`config.mk`:
```
export PLATFORM = sky130hd
export DESIGN_NAME = eim_encoder_monitor
export DESIGN_NICKNAME = d
export VERILOG_FILES = /design/src/rtl/eim_pkg.sv /design/src/rtl/eim_pin_if.sv /design/src/rtl/eim_pin_filter.sv /design/src/rtl/eim_encoder_monitor.sv
export SDC_FILE = /design/constraint.sdc
export NUM_CORES = 1
export LEC_CHECK = 0
export BUFFER_PORTS_ARGS = -buffer_cell sky130_fd_sc_hd__buf_2
export CAP_MARGIN = 25
export CORE_UTILIZATION = 50
export DETAILED_ROUTE_END_ITERATION = 8
export HOLD_SLACK_MARGIN = 0.08
export MAX_ROUTING_LAYER = met4
export PLACE_DENSITY = 0.83
export SKIP_CTS_REPAIR_TIMING = 1
export SLEW_MARGIN = 10
export SYNTH_ARGS = -nofsm -noshare
export SYNTH_HDL_FRONTEND = slang
export SYNTH_SLANG_ARGS = --single-unit
```
`constraint.sdc`:
```
create_clock -name core_clk_i -period 10.55 [get_ports core_clk_i]
set_input_delay 1.5825 -clock core_clk_i [delete_from_list [all_inputs] [get_ports core_clk_i]]
set_output_delay 1.5825 -clock core_clk_i [all_outputs]
set_load 0.05 [all_outputs]
```
`src/rtl/eim_pkg.sv`:
```
package eim_pkg;
   // register byte offsets
   localparam logic [7:0] EIM_ADDR_CTRL   = 8'h00;
   localparam logic [7:0] EIM_ADDR_TYPE   = 8'h04;
   localparam logic [7:0] EIM_ADDR_POS    = 8'h08;
   localparam logic [7:0] EIM_ADDR_SAMPLE = 8'h0C;
   localparam logic [7:0] EIM_ADDR_ERRCNT = 8'h10;
   localparam logic [7:0] EIM_ADDR_FAULT  = 8'h14;
   localparam logic [7:0] EIM_ADDR_STAT   = 8'h18;
   localparam logic [7:0] EIM_ADDR_MASK   = 8'h1C;
   // field positions
   localparam int EIM_CTRL_ABS  = 0;
   localparam int EIM_ST_DEV    = 0;
   localparam int EIM_ST_DISC   = 1;
   localparam int EIM_ST_MISS   = 2;
   localparam int EIM_ST_W      = 3;
   localparam int EIM_PIN_A     = 0;
   localparam int EIM_PIN_B     = 1;
   localparam int EIM_PIN_CNT   = 2;
   localparam int EIM_PIN_DIR   = 3;
   localparam int EIM_PIN_SEL   = 4;
   localparam int EIM_PIN_CONN  = 5;
   localparam int EIM_PIN_ABS   = 6;
   // reset values
   localparam logic [7:0] EIM_TYPE_RST = 8'h00;
   // monitoring figures
   localparam logic [7:0] EIM_TYPE_MON_LO = 8'h64;
   localparam logic [7:0] EIM_TYPE_MON_HI = 8'hC7;
   localparam int         EIM_ERR_W       = 10;
   localparam logic [EIM_ERR_W-1:0] EIM_ERR_LIMIT = 10'h100;
   localparam logic [EIM_ERR_W-1:0] EIM_ERR_ONE   = 10'h001;
   localparam logic [7:0] EIM_FAULT_NONE = 8'h00;
   localparam logic [7:0] EIM_FAULT_DISC = 8'h64;
   localparam logic [7:0] EIM_FAULT_DEV  = 8'h69;
   // bus answers
   localparam logic [1:0] EIM_RESP_OKAY   = 2'h0;
   localparam logic [1:0] EIM_RESP_SLVERR = 2'h2;
endpackage

```
`src/rtl/eim_pin_if.sv`:
```
`timescale 1ns/1ns
interface eim_pin_if #(parameter int W = 1);
   logic [W-1:0] raw;
   logic [W-1:0] stable;
   modport filt (input raw, output stable);
   modport user (output raw, input stable);
endinterface

```
`src/rtl/eim_pin_filter.sv`:
```
`timescale 1ns/1ns
module eim_pin_filter #(
   parameter int W = 1
) (
   // clock and reset
   input wire logic core_clk_i,
   input wire logic sys_rst_i,
   input wire logic ce_i,
   // pins
   eim_pin_if.filt  pins
);
   logic [W-1:0] s1_q, s2_q, s3_q, st_q, st_d;

   generate
      if (W < 1) begin : g_chk
         $error("eim_pin_filter: width must be positive");
      end
      for (genvar i = 0; i < W; i++) begin : g_bit
         // accept a new level once stages two and three agree
         always_comb begin
            st_d[i] = (s2_q[i] == s3_q[i]) ? s3_q[i] : st_q[i];
         end
      end
   endgenerate

   always_ff @(posedge core_clk_i) begin
      if (sys_rst_i) begin
         s1_q <= '0;
         s2_q <= '0;
         s3_q <= '0;
         st_q <= '0;
      end else if (ce_i) begin
         s1_q <= pins.raw;
         s2_q <= s1_q;
         s3_q <= s2_q;
         st_q <= st_d;
      end
   end

   assign pins.stable = st_q;
endmodule // eim_pin_filter

```
`src/rtl/eim_encoder_monitor.sv`:
```
// Operation
// - Count position from two quadrature tracks offset by ninety degrees.
// - Count-mode select low means quadrature tracks, not count and direction.
// - Count/direction mode: each rising count edge moves position by one.
// - Count/direction mode: direction input high counts down, else up.
// - Monitor compares each cycle sample to previous; difference above 3 deviates.
// - Good sample decrements error counter by one when above zero.
// - Deviation adds fault weight step; zero crossover is not a deviation.
// - Error counter reaching 256 signals encoder fault code 105.
// - Type 100..199 on absolute encoders enables monitoring; step is type-100.
// - Absolute encoder disconnected still raises fault code 100.
//
// Implementation choices: register access over AXI4-Lite and the address map.
`timescale 1ns/1ns
module eim_encoder_monitor
   import eim_pkg::*;
#(
   parameter int ABS_W   = 13,
   parameter int ABS_RES = 1000,
   parameter int POS_W   = 32
) (
   // clock, reset, enable
   input  wire logic                 core_clk_i,
   input  wire logic                 sys_rst_i,
   input  wire logic                 ce_i,
   // encoder pins
   input  wire logic                 inc_track_a_i,
   input  wire logic                 inc_track_b_i,
   input  wire logic                 parallel_input_nine_i,
   input  wire logic                 parallel_input_ten_i,
   input  wire logic                 count_sel_i,
   input  wire logic [ABS_W-1:0]     abs_track_i,
   input  wire logic                 abs_conn_i,
   // evaluation cycle
   input  wire logic                 eval_tick_i,
   // status outputs
   output logic [POS_W-1:0]          position_o,
   output logic                      fault_o,
   output logic [7:0]                fault_code_o,
   output logic                      irq_o,
   // axi4-lite slave
   input  wire logic [7:0]           s_axi_awaddr,
   input  wire logic                 s_axi_awvalid,
   output logic                      s_axi_awready,
   input  wire logic [31:0]          s_axi_wdata,
   input  wire logic [3:0]           s_axi_wstrb,
   input  wire logic                 s_axi_wvalid,
   output logic                      s_axi_wready,
   output logic [1:0]                s_axi_bresp,
   output logic                      s_axi_bvalid,
   input  wire logic                 s_axi_bready,
   input  wire logic [7:0]           s_axi_araddr,
   input  wire logic                 s_axi_arvalid,
   output logic                      s_axi_arready,
   output logic [31:0]               s_axi_rdata,
   output logic [1:0]                s_axi_rresp,
   output logic                      s_axi_rvalid,
   input  wire logic                 s_axi_rready
);
   import eim_pkg::*;

   localparam int PIN_W = EIM_PIN_ABS + ABS_W;
   localparam logic [ABS_W-1:0] HALF_SCALE = ABS_W'(ABS_RES / 2);
   localparam logic [ABS_W-1:0] DEV_TOL    = ABS_W'(3);

   generate
      if (ABS_W < 2 || ABS_W > 31 || POS_W < 2 || POS_W > 32 ||
          ABS_RES < 8 || ABS_RES > (1 << ABS_W)) begin : g_chk
         $error("eim_encoder_monitor: unsupported parameters");
      end
   endgenerate

   ////////////////////////////////////////////////////////////////////////
   // pin filtering
   eim_pin_if #(.W(PIN_W)) pin_bus ();

   assign pin_bus.raw = {abs_track_i, abs_conn_i, count_sel_i,
                         parallel_input_ten_i, parallel_input_nine_i,
                         inc_track_b_i, inc_track_a_i};

   eim_pin_filter #(.W(PIN_W)) u_filter (
      .core_clk_i (core_clk_i),
      .sys_rst_i  (sys_rst_i),
      .ce_i       (ce_i),
      .pins       (pin_bus.filt)
   );

   logic             a_s, b_s, cnt_s, dir_s, sel_s, conn_s;
   logic [ABS_W-1:0] abs_s;
   assign a_s    = pin_bus.stable[EIM_PIN_A];
   assign b_s    = pin_bus.stable[EIM_PIN_B];
   assign cnt_s  = pin_bus.stable[EIM_PIN_CNT];
   assign dir_s  = pin_bus.stable[EIM_PIN_DIR];
   assign sel_s  = pin_bus.stable[EIM_PIN_SEL];
   assign conn_s = pin_bus.stable[EIM_PIN_CONN];
   assign abs_s  = pin_bus.stable[EIM_PIN_ABS +: ABS_W];

   ////////////////////////////////////////////////////////////////////////
   // software registers
   logic                abs_mode_q, abs_mode_d;
   logic [7:0]          type_q, type_d;
   logic [EIM_ST_W-1:0] mask_q, mask_d, stat_q, stat_d, stat_set;
   logic                irq_q, irq_d;

   ////////////////////////////////////////////////////////////////////////
   // incremental position
   logic             a_p_q, b_p_q, cnt_p_q;
   logic [POS_W-1:0] pos_q, pos_d;
   logic             q_step, q_up, c_rise, step_up, step_dn;

   always_comb begin
      q_step  = a_s ^ a_p_q ^ b_s ^ b_p_q;
      q_up    = a_p_q ^ b_s;
      c_rise  = cnt_s & ~cnt_p_q;
      step_up = 1'b0;
      step_dn = 1'b0;
      if (sel_s) begin
         step_up = c_rise & ~dir_s;
         step_dn = c_rise & dir_s;
      end else begin
         step_up = q_step & q_up;
         step_dn = q_step & ~q_up;
      end
      pos_d = pos_q;
      if (step_up) begin
         pos_d = pos_q + POS_W'(1);
      end else if (step_dn) begin
         pos_d = pos_q - POS_W'(1);
      end
   end

   always_ff @(posedge core_clk_i) begin
      if (sys_rst_i) begin
         a_p_q   <= 1'b0;
         b_p_q   <= 1'b0;
         cnt_p_q <= 1'b0;
         pos_q   <= '0;
      end else if (ce_i) begin
         a_p_q   <= a_s;
         b_p_q   <= b_s;
         cnt_p_q <= cnt_s;
         pos_q   <= pos_d;
      end
   end

   ////////////////////////////////////////////////////////////////////////
   // absolute plausibility monitor
   logic                 mon_en, mon_tick, have_q, have_d;
   logic [ABS_W-1:0]     prev_q, prev_d, diff;
   logic                 dev, wrap;
   logic [7:0]           step;
   logic [EIM_ERR_W:0]   err_sum;
   logic [EIM_ERR_W-1:0] err_q, err_d;
   logic                 fault_q, fault_d, disc;
   logic [7:0]           code_q, code_d;

   always_comb begin
      mon_en  = abs_mode_q && (type_q >= EIM_TYPE_MON_LO) &&
                (type_q <= EIM_TYPE_MON_HI);
      step    = type_q - EIM_TYPE_MON_LO;
      mon_tick = eval_tick_i && mon_en && have_q;
      diff    = (abs_s >= prev_q) ? abs_s - prev_q : prev_q - abs_s;
      wrap    = diff > HALF_SCALE;
      dev     = (diff > DEV_TOL) && !wrap;
      err_sum = {1'b0, err_q} + {3'h0, step};
      disc    = abs_mode_q && !conn_s;
      have_d  = have_q;
      prev_d  = prev_q;
      err_d   = err_q;
      if (eval_tick_i && mon_en) begin
         have_d = 1'b1;
         prev_d = abs_s;
      end
      if (mon_tick && dev) begin
         err_d = (err_sum >= {1'b0, EIM_ERR_LIMIT}) ? EIM_ERR_LIMIT
                 : err_sum[EIM_ERR_W-1:0];
      end else if (mon_tick && !wrap && err_q != '0) begin
         err_d = err_q - EIM_ERR_ONE;
      end
      fault_d = fault_q;
      code_d  = code_q;
      if (!fault_q && disc) begin
         fault_d = 1'b1;
         code_d  = EIM_FAULT_DISC;
      end else if (!fault_q && err_d >= EIM_ERR_LIMIT) begin
         fault_d = 1'b1;
         code_d  = EIM_FAULT_DEV;
      end
   end

   always_ff @(posedge core_clk_i) begin
      if (sys_rst_i) begin
         have_q  <= 1'b0;
         prev_q  <= '0;
         err_q   <= '0;
         fault_q <= 1'b0;
         code_q  <= EIM_FAULT_NONE;
      end else if (ce_i) begin
         have_q  <= have_d;
         prev_q  <= prev_d;
         err_q   <= err_d;
         fault_q <= fault_d;
         code_q  <= code_d;
      end
   end

   ////////////////////////////////////////////////////////////////////////
   // axi4-lite slave
   logic        awr_q, awr_d, wr_q, wr_d, arr_q, arr_d;
   logic        awh_q, awh_d, wh_q, wh_d;
   logic [7:0]  awa_q, awa_d, wa;
   logic [31:0] wd_q, wd_d, wdat, rdat_q, rdat_d;
   logic [3:0]  ws_q, ws_d, wsb;
   logic        bv_q, bv_d, rv_q, rv_d;
   logic [1:0]  br_q, br_d, rr_q, rr_d;
   logic        aw_take, w_take, do_wr;

   always_comb begin
      aw_take = s_axi_awvalid && awr_q;
      w_take  = s_axi_wvalid && wr_q;
      awh_d = awh_q | aw_take;
      wh_d  = wh_q | w_take;
      awa_d = aw_take ? s_axi_awaddr : awa_q;
      wd_d  = w_take ? s_axi_wdata : wd_q;
      ws_d  = w_take ? s_axi_wstrb : ws_q;
      wa    = awa_d;
      wdat  = wd_d;
      wsb   = ws_d;
      bv_d  = bv_q && !s_axi_bready;
      br_d  = br_q;
      do_wr = awh_d && wh_d && !bv_q;
      abs_mode_d = abs_mode_q;
      type_d     = type_q;
      mask_d     = mask_q;
      stat_set   = '0;
      stat_set[EIM_ST_DEV]  = fault_d && !fault_q && code_d == EIM_FAULT_DEV;
      stat_set[EIM_ST_DISC] = fault_d && !fault_q && code_d == EIM_FAULT_DISC;
      stat_set[EIM_ST_MISS] = mon_tick && dev;
      stat_d = stat_q;
      if (do_wr) begin
         awh_d = 1'b0;
         wh_d  = 1'b0;
         bv_d  = 1'b1;
         br_d  = EIM_RESP_OKAY;
         if (wa == EIM_ADDR_CTRL) begin
            if (wsb[0]) abs_mode_d = wdat[EIM_CTRL_ABS];
         end else if (wa == EIM_ADDR_TYPE) begin
            if (wsb[0]) type_d = wdat[7:0];
         end else if (wa == EIM_ADDR_STAT) begin
            if (wsb[0]) stat_d = stat_q & ~wdat[EIM_ST_W-1:0];
         end else if (wa == EIM_ADDR_MASK) begin
            if (wsb[0]) mask_d = wdat[EIM_ST_W-1:0];
         end else if (wa == EIM_ADDR_POS || wa == EIM_ADDR_SAMPLE ||
                      wa == EIM_ADDR_ERRCNT || wa == EIM_ADDR_FAULT) begin
            br_d = EIM_RESP_OKAY;
         end else begin
            br_d = EIM_RESP_SLVERR;
         end
      end
      stat_d = stat_d | stat_set; // set wins over clear
      irq_d  = |(stat_d & mask_d);
      awr_d  = !awh_d && !bv_d;
      wr_d   = !wh_d && !bv_d;
      rv_d   = rv_q && !s_axi_rready;
      rdat_d = rdat_q;
      rr_d   = rr_q;
      if (s_axi_arvalid && arr_q) begin
         rv_d   = 1'b1;
         rr_d   = EIM_RESP_OKAY;
         rdat_d = '0;
         if (s_axi_araddr == EIM_ADDR_CTRL) begin
            rdat_d[EIM_CTRL_ABS] = abs_mode_q;
         end else if (s_axi_araddr == EIM_ADDR_TYPE) begin
            rdat_d[7:0] = type_q;
         end else if (s_axi_araddr == EIM_ADDR_POS) begin
            rdat_d[POS_W-1:0] = pos_q;
         end else if (s_axi_araddr == EIM_ADDR_SAMPLE) begin
            rdat_d[ABS_W-1:0] = abs_s;
         end else if (s_axi_araddr == EIM_ADDR_ERRCNT) begin
            rdat_d[EIM_ERR_W-1:0] = err_q;
         end else if (s_axi_araddr == EIM_ADDR_FAULT) begin
            rdat_d[7:0] = code_q;
         end else if (s_axi_araddr == EIM_ADDR_STAT) begin
            rdat_d[EIM_ST_W-1:0] = stat_q;
         end else if (s_axi_araddr == EIM_ADDR_MASK) begin
            rdat_d[EIM_ST_W-1:0] = mask_q;
         end else begin
            rr_d = EIM_RESP_SLVERR;
         end
      end
      arr_d = !rv_d;
   end

   always_ff @(posedge core_clk_i) begin
      if (sys_rst_i) begin
         awr_q <= 1'b0;
         wr_q  <= 1'b0;
         arr_q <= 1'b0;
         awh_q <= 1'b0;
         wh_q  <= 1'b0;
         awa_q <= '0;
         wd_q  <= '0;
         ws_q  <= '0;
         bv_q  <= 1'b0;
         br_q  <= EIM_RESP_OKAY;
         rv_q  <= 1'b0;
         rr_q  <= EIM_RESP_OKAY;
         rdat_q <= '0;
         abs_mode_q <= 1'b0;
         type_q <= EIM_TYPE_RST;
         mask_q <= '0;
         stat_q <= '0;
         irq_q  <= 1'b0;
      end else if (ce_i) begin
         awr_q <= awr_d;
         wr_q  <= wr_d;
         arr_q <= arr_d;
         awh_q <= awh_d;
         wh_q  <= wh_d;
         awa_q <= awa_d;
         wd_q  <= wd_d;
         ws_q  <= ws_d;
         bv_q  <= bv_d;
         br_q  <= br_d;
         rv_q  <= rv_d;
         rr_q  <= rr_d;
         rdat_q <= rdat_d;
         abs_mode_q <= abs_mode_d;
         type_q <= type_d;
         mask_q <= mask_d;
         stat_q <= stat_d;
         irq_q  <= irq_d;
      end
   end

   assign s_axi_awready = awr_q;
   assign s_axi_wready  = wr_q;
   assign s_axi_bvalid  = bv_q;
   assign s_axi_bresp   = br_q;
   assign s_axi_arready = arr_q;
   assign s_axi_rvalid  = rv_q;
   assign s_axi_rresp   = rr_q;
   assign s_axi_rdata   = rdat_q;
   assign position_o    = pos_q;
   assign fault_o       = fault_q;
   assign fault_code_o  = code_q;
   assign irq_o         = irq_q;
endmodule // eim_encoder_monitor

```
# [Word level (Yosys, flattened, before mapping)]
# Index checks and enable logic that the tools add are counted.
[word_totals] regBits=220 word_cells=240 inputBits=80 out_inout_bits=83
[op_classes] order_cmp=7 n_bitwise=19 eq_ne=35 muxes=57 n_addsub=7 n_reduce_logical=66
[ops] operator="$eq 8x5->1 const B" n=8
[ops] operator="$mux 32" n=2
[ops] operator="$mux 8" n=6
[ops] operator="$reduce_and 2->1" n=23
[ops] operator="$mux 3" n=15
[ops] operator="$mux 10" n=4
[ops] operator="$add 32x1->32 const B" n=1
[ops] operator="$eq 8x4->1 const B" n=4
[ops] operator="$sub 32x1->32 const B" n=1
[ops] operator="$mux 31" n=1
[ops] operator="$mux 2" n=14
[ops] operator="$mux 13" n=2
[ops] operator="$sub 13x13->13" n=2
[ops] operator="$mux 24" n=1
[ops] operator="$logic_and 1x1->1" n=23
[ops] operator="$eq 1x1->1" n=19
[ops] operator="$mux 19" n=1
[ops] operator="$eq 8x3->1 const B" n=2
[ops] operator="$eq 8x7->1 const B" n=2
[ops] operator="$logic_not 8->1" n=2
[ops] operator="$ge 13x13->1" n=1
[ops] operator="$gt 13x2->1 const B" n=1
[ops] operator="$gt 13x9->1 const B" n=1
[ops] operator="$add 10x8->11" n=1
[ops] operator="other kinds (22)" n=54

# [Logic depth before layout (Yosys ltp)]
# Gate-level depths: netlist of run 1.
[logic_depth] word_depth=18 depth_mapped=17 ltp_nobuf=17

# [Modules after synthesis]
# A second synthesis of run 1 with hierarchy kept.
[hier_totals] cells_unflattened=1549 hier_area_um2=12550.8
[modules_own_cells] module="eim_encoder_monitor" seq_area_each_um2=2842.7 cells_per_inst=1243 instances=1 area_each_um2=9419.0
[modules_own_cells] module="eim_pin_filter" seq_area_each_um2=1521.5 cells_per_inst=306 instances=1 area_each_um2=3131.8

# [Worst setup path after synthesis of run 1]
# No wires, ideal clock.
[synth_timing] path_type="register -> register" from="register u_filter.st_q[1] (netlist: u_filter.pins.stable[1])" to="register pos_q[27] (netlist: position_o[27])" slack_ns=6.091 arrival_ns=4.327 path_stages_with_launch=17 setup_time_ns=0.132 path_buffers=0 synth_period_minus_slack_ns=4.459 required_time_ns=10.418 cell_sequence="dfxtp_1 > xor2_1 > nand2_1 > o21ai_0 > inv_1 > ha_1 > a21o_1 > a21o_1 > a2111o_1 > a41oi_1 > a31oi_1 > o31a_1 > o211a_1 > o41a_1 > or3_1 > nand3_1 > a21oi_1"
[synth_via] elab_chain_len=6 word_cells_on_any_way=11 classes_between="mux: 3; bitwise: 6; reduce/logical: 2"
[synth_rtl] element="start, declared" line_no="eim_pin_filter.sv:12" text="logic [W-1:0] s1_q, s2_q, s3_q, st_q, st_d;"
[synth_rtl] element="start signal, assigned" line_no="eim_pin_filter.sv:36" text="st_q <= st_d;"
[synth_rtl] element="$xor 1x1->1, on equally long branches" line_no="eim_encoder_monitor.sv:112, eim_encoder_monitor.sv:113"
[synth_rtl] element="$xor 1x1->1 / $not 1->1 (equally long branches)" line_no="eim_encoder_monitor.sv:112, eim_encoder_monitor.sv:122"
[synth_rtl] element="$and 1x1->1, on equally long branches" line_no="eim_encoder_monitor.sv:121, eim_encoder_monitor.sv:122"
[synth_rtl] element="$mux 1" line_no="eim_encoder_monitor.sv:117" text="if (sel_s) begin"
[synth_rtl] element="$reduce_bool 2->1 (no source line)"
[synth_rtl] element="$reduce_and 2->1 (no source line)"
[synth_rtl] element="end signal, assigned" line_no="eim_encoder_monitor.sv:142" text="pos_q <= pos_d;"
[synth_rtl] element="end, declared" line_no="eim_encoder_monitor.sv:108" text="logic [POS_W-1:0] pos_q, pos_d;"
# Parallel ways exist; a longest one is shown, timed or not.
# A chain may end at the register's enable or synchronous reset.

# [Worst setup path after layout of run 1]
# Ends and elaborated chain as after synthesis.

==> key figures, run 1 <==
Logic synthesis
  • Warnings from Yosys: 0
  • Sequential fraction of the synthesis area: between 30 and 40%
  • Post-synth EDFFs: 0
  • Most instantiated flip-flop cell in the synthesis netlist: dfxtp_1
  • Register bit count reported by yosys: ~220
  • Fraction of post-synthesis cell area in the top cell type by area: a little over a third
  • Synth area leader: dfxtp_1
  • Post-synthesis cell count: between 1500 and 2000
  • Synthesized area divided by synthesized cell count: between 8 and 9 um^2
  • Async set or reset register ratio after synthesis: 0%
  • Ranking of synthesized cells by area: dfxtp_1 (36%), nor2_1 (6.9%), mux2i_1 (6.8%)
  • Netlist area before placement: roughly 0.012 mm^2
  • Synth cell types: 80

Clock network
  • Total clock buffers created by CTS: 23
  • Clk buf depth: 3
  • Buffer type at the clock tree root: clkbuf_16
  • Clk sinks: approximately 220
  • Clk Latency, worst-skew pair: approximately 0.51 ns
  • H-tree levels: 1
  • Clock transition at the register clock pins on the worst setup and hold paths after CTS: roughly 0.060 ns
  • TritonCTS clock tree: done

Route
  • Total Wirelength: between 30000 and 40000 um
  • Routed wire per std cell: roughly 16 um
  • WL met2: 14900 um
  • Via count of the routed design: around 11000
  • DR WL met3: around 2000 um
  • Drt via density: about 5.8
  • Residual DRC: 0
  • Metal1 wirelength: around 13000 um
  • Final ANT Viol Nets: 0
  • Highest signal layer in the routed design: met4
  • 1st-iter DRT viols: about 850
  • Number of detailed-routing iterations run before antenna repair: 5

Cells and area
  • Layout area overhead: 12.0%
  • Fraction of layout cells with a size suffix above 1: approximately an eighth
  • Highest-count cells in the layout ignoring fill and taps: nor2_1 (223), dfxtp_1 (218), a21oi_1 (158), nand2_1 (153), buf_2 (131)
  • Post-layout nets: ~1800
  • Most common cell after layout, fill and taps aside: nor2_1

Global routing
  • Maximum number of pins on one net before global-route repair: between 100 and 150
  • Overall routing resource usage: 25.1%
  • First-pass GRT wire length: roughly 50000 um
  • Initial antenna violation count: 1
  • Via count of the first global-routing pass: just over 10000
  • Overflow left after global routing: 0

Worst hold path
  • Path type of the worst min-delay path: flip-flop to flip-flop

STA
  • Number of setup violations in the final report: 0
  • Smallest setup slack after layout: 5.35 ns
  • Highest Clock Rate: 192 MHz
  • Worst setup skew after layout: between 0.008 and 0.009 ns
  • Worst Tran Pin Value: about 1.0 ns
  • Hold violation count in the final report: 0
  • Relative slew slack: between 30% and 40%
  • Number of pins with negative max-slew slack in the final report: 0
  • Final worst path period need: just over 5 ns
  • Total negative slack for setup checks: 0 ns
  • Setup repair after global routing missed its margin: false
  • Final period utilization: between 40% and 50%

Critical path
  • Worst reg2reg path depth: 17
  • Worst setup EP type: flip-flop
  • Category of the critical setup timing path: flip-flop to flip-flop
  • Critical Path Start: u_filter.pins.stable[1]$_SDFFE_PP0P_
  • Setup crit start kind: flip-flop
  • Critical path destination: position_o[27]$_SDFFE_PP0P_
  • Endpoint required time on the critical path: approximately 11 ns
  • Worst endpoint data arrival time: around 5.6 ns
  • Reg2reg end: position_o[27]$_SDFFE_PP0P_
  • CP Max Fanout: 32
  • Reg-to-Reg Start: u_filter.pins.stable[1]$_SDFFE_PP0P_
  • Internal reg-to-reg setup slack: around 5.4 ns

Floorplan
  • Horizontal extent of the die: around 160 um
  • Placement Rows: 56
  • # IOs: between 150 and 200
  • Initial core utilization: between 50% and 60%
  • Core footprint: about 0.024 mm^2
  • Die area: approximately 0.025 mm^2
  • Die H: ~160 um

Placement
  • Placed wire-length estimate after detailed placement: about 22000 um
  • Number of port buffers: 133
  • Setup slack at placement: approximately 5.4 ns
  • Gpl congestion: ~0.9

Power and ir drop
  • Worst VDD drop: around 0.12 mV
  • Power density over the cells: about 120 mW/mm^2
  • PnR Total Power: between 1.5 and 2 mW
  • Static Leak: roughly 6.0 nW

Status
  • Result of the run: completed

Flow run
  • Max-capacitance violation count: 0
per-stage QoR:
step	util, %	hold WS [ns]	cell area [um^2]	std cells
after detailed placement	55.0	0.441	13100	1905
after floorplan	-	0.426	12300	1530
after global placement	55.0	0.436	13100	1905
after global routing	57.9	0.471	13700	1943
final	57.9	0.450	13700	1943
after CTS	57.9	0.450	13700	1942
cell families (layout without fill, tap and decap cells):
| logic type | Yosys count | in the layout | share of synthesized area [%] |
|---|---|---|---|
| and+or+nand+nor | 535 | 535 | 19.6 |
| other | 1 | 3 | 0.0306 |
| DFF | 218 | 218 | 35.6 |
| xor gates and xnor gates | 42 | 42 | 3.00 |
| adders and majority gates | 70 | 70 | 7.38 |
| muxes | 93 | 93 | 7.87 |
| buffers and inverters | 150 | 243 | 4.92 |
| AOI/OAI and AO/OA | 420 | 420 | 21.6 |
synth_stat cells (all sizes together) (5+ instances only):
| cell type | instances |
|---|---|
| nor3 | 38 |
| xor2 | 14 |
| ha | 66 |
| mux2 | 8 |
| o21a | 13 |
| a221oi | 5 |
| dfxtp | 218 |
| a22oi | 32 |
| a21o | 29 |
| inv | 65 |
| nor2b | 9 |
| a311oi | 5 |
| xnor2 | 28 |
| o211ai | 5 |
| and3 | 13 |
| nand3 | 28 |
| a21boi | 6 |
| a211oi | 23 |
| o21ai | 76 |
| nor2 | 224 |
| nand2 | 154 |
| nand2b | 10 |
| buf | 20 |
| a2111oi | 5 |
| mux2i | 83 |
| nand3b | 6 |
| or3 | 7 |
| o31ai | 5 |
| nor3b | 6 |
| nand4 | 14 |
| o22ai | 11 |
| a31oi | 15 |
| clkbuf | 65 |
| a21oi | 158 |
layer usage:
layer	vias up	GRT usage, %
met3	83	3.38
met1	5307	31.2
met4	0	9.98
li1	5591	-
met2	362	41.2
met5	-	-
worst min path at each step:
stage	start	to	slack (ns)	cells past startpoint
2_1_floorplan	have_q$_SDFFE_PP0P_	have_q$_SDFFE_PP0P_	0.43	2
3_3_place_gp	have_q$_SDFFE_PP0P_	have_q$_SDFFE_PP0P_	0.44	2
3_5_place_dp	have_q$_SDFFE_PP0P_	have_q$_SDFFE_PP0P_	0.44	2
4_1_cts	have_q$_SDFFE_PP0P_	have_q$_SDFFE_PP0P_	0.45	2
5_1_grt	s_axi_rdata[5]$_SDFFE_PP0P_	s_axi_rdata[5]$_SDFFE_PP0P_	0.47	2
6_report	have_q$_SDFFE_PP0P_	have_q$_SDFFE_PP0P_	0.45	2
critical path, stage by stage, from the launching register on:
cell	delay [ns]
dfxtp_1	0.38
xor2_1	0.23
nand2_1	0.07
o21ai_0	0.57
inv_1	0.09
buf_4	0.30
ha_1	0.33
a21o_1	0.19
a21o_1	0.24
a2111o_1	0.46
a41oi_1	0.53
a31oi_1	0.26
o31a_1	0.33
o211a_1	0.28
o41a_1	0.33
or3_1	0.31
nand3_1	0.08
a21oi_1	0.06
state kept, by name (all words and copies together), names as in the netlist, 3 cells and up, named ones only:
signal,cells
type_q,8
s_axi_rdata,32
wd_q,8
err_q,6
mask_q,3
u_filter.pins.stable,19
u_filter.s3_q,19
stat_q,3
awa_q,8
u_filter.s1_q,19
position_o,32
fault_code_o,8
u_filter.s2_q,19
prev_q,13
report_power, final:
group | leakage [nW] | switching [mW] | internal (mW)
clock | 0.339 | 0.312 | 0.433
combinational | 3.87 | 0.0752 | 0.0392
sequential | 1.76 | 0.0111 | 0.837
total | 5.97 | 0.399 | 1.31
final cells by class:
| class | count | area, um^2 |
|---|---|---|
| inverters | 65 | 244 |
| repair buffers | 141 | 734 |
| clock inverters | 3 | 18.8 |
| clock buffers | 34 | 667 |
| flip-flops and latches | 218 | 4360 |
| multi-input cells | 1162 | 7320 |
| diodes | 1 | 2.50 |
| well taps | 319 | 399 |
| fillers | 2146 | 10000 |
No activity file was read; power rests on OpenSTA's default activity.
==> run 2: changes to the inputs <==
Settings changed: PLACE_DENSITY 0.83 to 0.85.
Clock period 10.55 ns to 4.5 ns, I/O delays scaled along.
==> key figures, run 2 (same netlist as run 1, synthesis figures left out) <==
Status
  • Result of the run: completed

Clock network
  • TritonCTS clock tree: done
  • H-tree levels: 1
  • Clk buf depth: 3
  • Total clock buffers created by CTS: 23
  • Clk Latency, worst-skew pair: around 0.52 ns
  • Clk sinks: roughly 220
  • Buffer type at the clock tree root: clkbuf_16
  • Clock transition at the register clock pins on the worst setup and hold paths after CTS: ~0.06 ns

Global routing
  • Initial antenna violation count: 2
  • Via count of the first global-routing pass: 10393
  • Maximum number of pins on one net before global-route repair: ~140
  • Overflow left after global routing: 0
  • Overall routing resource usage: 26.0%
  • First-pass GRT wire length: around 52000 um

STA
  • Hold violation count in the final report: 0
  • Number of pins with negative max-slew slack in the final report: 0
  • Relative slew slack: around 31%
  • Smallest setup slack after layout: 0.166 ns
  • Highest Clock Rate: 231 MHz
  • Worst hold slack: ~0.4 ns
  • Total negative slack for setup checks: 0 ns
  • Worst Tran Pin Value: between 1 and 1.5 ns
  • Setup repair after global routing missed its margin: false
  • Final period utilization: ~96%
  • Worst setup skew after layout: around 0.027 ns
  • Number of setup violations in the final report: 0
  • Final worst path period need: 4.33 ns

Floorplan
  • Horizontal extent of the die: 159 um
  • Initial core utilization: between 50% and 60%
  • # IOs: around 160
  • Die area: 0.0252 mm^2
  • Die H: around 160 um
  • Core footprint: between 0.02 and 0.025 mm^2
  • Placement Rows: 56

Route
  • Drt via density: between 5 and 6
  • Routed wire per std cell: approximately 16 um
  • Via count of the routed design: between 10000 and 15000
  • Total Wirelength: between 30000 and 40000 um
  • Number of detailed-routing iterations run before antenna repair: 9
  • Final ANT Viol Nets: 0
  • 1st-iter DRT viols: 957
  • Residual DRC: 0

Placement
  • Number of port buffers: between 100 and 150
  • Setup slack at placement: between 0.1 and 0.15 ns
  • Placed wire-length estimate after detailed placement: ~23000 um
  • Gpl congestion: between 0.9 and 1

Cells and area
  • Most common cell after layout, fill and taps aside: nor2_1
  • Highest-count cells in the layout ignoring fill and taps: nor2_1 (223), dfxtp_1 (217), a21oi_1 (157), nand2_1 (153), buf_2 (131)
  • Area of the multi-input gates: roughly 0.0074 mm^2
  • Layout area overhead: 15.1%
  • Fraction of layout cells with a size suffix above 1: about 15%
  • Post-layout nets: 1787
  • Combined flip-flop and latch cell area: ~0.0044 mm^2
  • FILL cells: between 2000 and 2500

Critical path
  • Worst setup EP type: flip-flop
  • Endpoint required time on the critical path: 4.93 ns
  • Setup crit start kind: flip-flop
  • CP Max Fanout: 8
  • Worst endpoint data arrival time: around 4.8 ns
  • Category of the critical setup timing path: flip-flop to flip-flop

Power and ir drop
  • Static Leak: between 6 and 7 nW
  • Power density over the cells: a little over 300 mW/mm^2
  • Worst VDD drop: approximately 0.29 mV
  • PnR Total Power: around 4.3 mW

Flow run
  • Max-capacitance violation count: 0

Worst hold path
  • Path type of the worst min-delay path: primary input to flip-flop
run 2: layer usage:
metal  track usage, %  up-vias  share of wire (%)
met5                -        -                  0
met4             9.29        0                3.0
met3             3.13       68                6.4
met2             41.6      386                 47
met1             33.8     5405                 44
li1                 -     5637                  -
run 2: final timing paths:
check | from | end | slack [ns] | cells past startpoint
hold reg to reg | have_q$_SDFFE_PP0P_ | have_q$_SDFFE_PP0P_ | 0.46 | 2
setup reg to reg | u_filter.pins.stable[6]$_SDFFE_PP0P_ | flip-flop | 0.17 | 14
setup / recovery | u_filter.pins.stable[6]$_SDFFE_PP0P_ | flip-flop | 0.17 | 14
hold / removal | s_axi_wdata[6] | wd_q[6]$_SDFFE_PP0P_ | 0.41 | 3
run 2: through the flow:
| step | cell area (um^2) | util [%] | instances |
|---|---|---|---|
| floorplan | 12300 | - | 1530 |
| global placement | 13300 | 55.8 | 1930 |
| detailed placement | 13300 | 55.8 | 1930 |
| CTS | 14100 | 59.2 | 1971 |
| global route | 14100 | 59.4 | 1974 |
| finish | 14100 | 59.4 | 1974 |
run 2: report_power, final:
part	switching (mW)	internal [mW]	leakage (nW)
Clock	0.779	1.23	0.386
Combinational	0.177	0.0950	4.02
Sequential	0.0255	1.96	1.77
run 2: critical path, cell delays in order, from the launching register on:
cell       delay [ns]
dfxtp_1          0.46
ha_1             0.22
inv_1            0.06
fa_1             0.43
a21o_1           0.21
a221o_1          0.38
a2111oi_1        0.45
nor3_1           0.13
o21ai_2          0.14
xnor2_1          0.09
or4_4            0.62
nor3_4           0.32
nand2_1          0.16
or4_1            0.41
a31oi_1          0.19
run 2: area by class of cell:
class	instances	share of cell area, %
Tap cell	319	2.83
Antenna cell	2	0.0354
Clock buffer	31	4.57
Sequential cell	218	30.9
Timing Repair Buffer	167	6.67
Inverter	65	1.73
Multi-Input combinational cell	1162	52.1
Clock inverter	10	1.12
==> run 3: changes to the inputs <==
==> constraint.sdc (replaced) <==
create_clock -name core_clk_i -period 4.5 [get_ports core_clk_i]
set_input_delay 0.225 -clock core_clk_i [delete_from_list [all_inputs] [get_ports core_clk_i]]
set_output_delay 0.225 -clock core_clk_i [all_outputs]
set_load 0.05 [all_outputs]
==> key figures, run 3 (same netlist as run 1, synthesis figures left out) <==
Floorplan
  • Initial core utilization: 51.7%
  • Placement Rows: 56
  • Core footprint: between 0.02 and 0.025 mm^2
  • Die H: roughly 160 um
  • # IOs: approximately 160
  • Die area: approximately 0.025 mm^2
  • Horizontal extent of the die: ~160 um

Power and ir drop
  • Static Leak: ~6.3 nW
  • Proportion of power drawn by the clock network: ~45%
  • Power density over the cells: ~290 mW/mm^2
  • Internal power summed over all cells: around 3.2 mW
  • Worst VDD drop: 0.251 mV
  • Combinational group share of total power: 7.1%
  • Net switching component of the power: 1.00 mW
  • Sequential Power Share: between 40% and 50%
  • Net Sw Frac: between 20% and 30%

STA
  • Final period utilization: a little over nine tenths
  • Total negative slack for setup checks: 0 ns
  • Worst hold slack: 0.0913 ns
  • Worst Tran Pin Value: 0.923 ns
  • Setup repair after global routing missed its margin: false
  • Highest Clock Rate: 236 MHz
  • Hold violation count in the final report: 0
  • Smallest setup slack after layout: between 0.2 and 0.3 ns
  • Worst setup skew after layout: 0.00673 ns
  • Relative slew slack: a little under two fifths
  • Final worst path period need: approximately 4.2 ns
  • Number of setup violations in the final report: 0
  • Number of pins with negative max-slew slack in the final report: 0

Critical path
  • Slowest library cell on the worst path: a2111o_1
  • Number of buffers and inverters on the critical path: 1
  • Category of the critical setup timing path: flip-flop to flip-flop
  • Worst endpoint data arrival time: 4.66 ns
  • Peak per-stage delay on the critical path: approximately 0.6 ns
  • Setup crit start kind: flip-flop
  • CP Max Fanout: 11
  • Dominant delay contributor by cell family on the critical path: compound AO/OA/AOI/OAI gates
  • Endpoint required time on the critical path: around 4.9 ns
  • Worst setup EP type: flip-flop
  • Cell breakdown of the critical path: inv_1 -> ha_1 -> a21oi_1 -> o21ai_2 -> a2111o_1 -> or4_1 -> nand3_1 -> nand4b_1 -> and4b_1 -> mux2_2 -> a2bb2oi_2 -> o21ai_0 -> a311oi_1

Route
  • WL met2: 15600 um
  • Metal1 wirelength: around 15000 um
  • 1st-iter DRT viols: 872
  • Total Wirelength: 33000 um
  • DR WL met3: approximately 1900 um
  • Drt via density: 5.77
  • Routed wire per std cell: 16.4 um
  • Via count of the routed design: approximately 12000
  • Highest signal layer in the routed design: met4
  • Number of detailed-routing iterations run before antenna repair: 5
  • Residual DRC: 0
  • Final ANT Viol Nets: 0

Cells and area
  • Util after Layout: between 60 and 70%
  • Layout area overhead: 17.3%
  • FILL cells: 2047
  • Post-layout nets: about 1800
  • Most common cell after layout, fill and taps aside: nor2_1
  • Highest-count cells in the layout ignoring fill and taps: nor2_1 (223), dfxtp_1 (218), a21oi_1 (157), nand2_1 (153), buf_2 (131)
  • Fraction of layout cells with a size suffix above 1: about 14%

Global routing
  • First-pass GRT wire length: slightly above 50000 um
  • Maximum number of pins on one net before global-route repair: 116
  • Via count of the first global-routing pass: a little over 10000
  • Initial antenna violation count: 1
  • Overall routing resource usage: between 20% and 30%
  • Overflow left after global routing: 0

Clock network
  • Clk Latency, worst-skew pair: 0.51 ns
  • Clock transition at the register clock pins on the worst setup and hold paths after CTS: ~0.060 ns
  • TritonCTS clock tree: done
  • H-tree levels: 1
  • Total clock buffers created by CTS: 23
  • Clk sinks: about 220
  • Clk buf depth: 3
  • Buffer type at the clock tree root: clkbuf_16

Placement
  • Number of port buffers: between 100 and 150
  • Setup slack at placement: 0.120 ns
  • Gpl congestion: ~0.94
  • Placed wire-length estimate after detailed placement: ~23000 um

Status
  • Result of the run: completed

Flow run
  • Max-capacitance violation count: 0

Worst hold path
  • Path type of the worst min-delay path: primary input to flip-flop
run 3: cell types whose count changed in the layout (fill, tap and decap cells not counted), sizes merged:
| cell | change |
|---|---|
| inv | +2 |
| bufinv | -3 |
| clkbuf | +1 |
| clkinv | +1 |
| dlygate4sd3 | +32 |
run 3: layer usage:
metal	vias up	track usage, %
met3	58	3.43
met4	0	8.65
met5	-	-
met1	5460	33.7
li1	5700	-
met2	372	41.3
run 3: power groups by stage:
stage               Combinational (mW)  Sequential, mW  Clock, mW
global route                     0.323            1.99       2.00
detailed placement               0.269            2.03          0
global placement                 0.263            2.03          0
floorplan                        0.182            2.04          0
finish                           0.299            1.99       1.89
CTS                              0.270            1.99       1.92
run 3: path summary, 6_finish.rpt:
kind | startpoint | slack [ns] | endpoint | cells past startpoint
max | u_filter.pins.stable[14]$_SDFFE_PP0P_ | 0.25 | stat_q[0]$_SDFFE_PP0P_ | 13
min | s_axi_awvalid | 0.09 | awh_q$_SDFFE_PP0P_ | 3
max reg2reg | u_filter.pins.stable[14]$_SDFFE_PP0P_ | 0.25 | stat_q[0]$_SDFFE_PP0P_ | 13
min reg2reg | s_axi_rdata[4]$_SDFFE_PP0P_ | 0.46 | s_axi_rdata[4]$_SDFFE_PP0P_ | 2
run 3: layout make-up:
cell class              count  area (um^2)  share of cell area [%]
diodes                      2         5.00                  0.0348
inverters                  65          244                    1.69
well taps                 319          399                    2.77
multi-input cells        1162         7360                    51.1
clock buffers              32          669                    4.65
repair buffers            199         1270                    8.82
clock inverters            10         90.1                   0.626
flip-flops and latches    218         4360                    30.3
run 3: worst reg2reg max path, cell delays in order (launching register included):
cell and delay [ns]:
dfxtp_1 0.39, inv_1 0.10, ha_1 0.42, a21oi_1 0.21, o21ai_2 0.13, a2111o_1 0.60
or4_1 0.54, nand3_1 0.11, nand4b_1 0.11, and4b_1 0.50, mux2_2 0.40, a2bb2oi_2 0.25
o21ai_0 0.14, a311oi_1 0.26
run 3: metrics by stage:
| stage | cell area [um^2] | power (mW) | std cells |
|---|---|---|---|
| final | 14400 | 4.18 | 2007 |
| after global routing | 14400 | 4.31 | 2006 |
| after CTS | 14000 | 4.18 | 1970 |
| after detailed placement | 13200 | 2.30 | 1928 |
| after global placement | 13200 | 2.29 | 1928 |
| after floorplan | 12300 | 2.22 | 1530 |
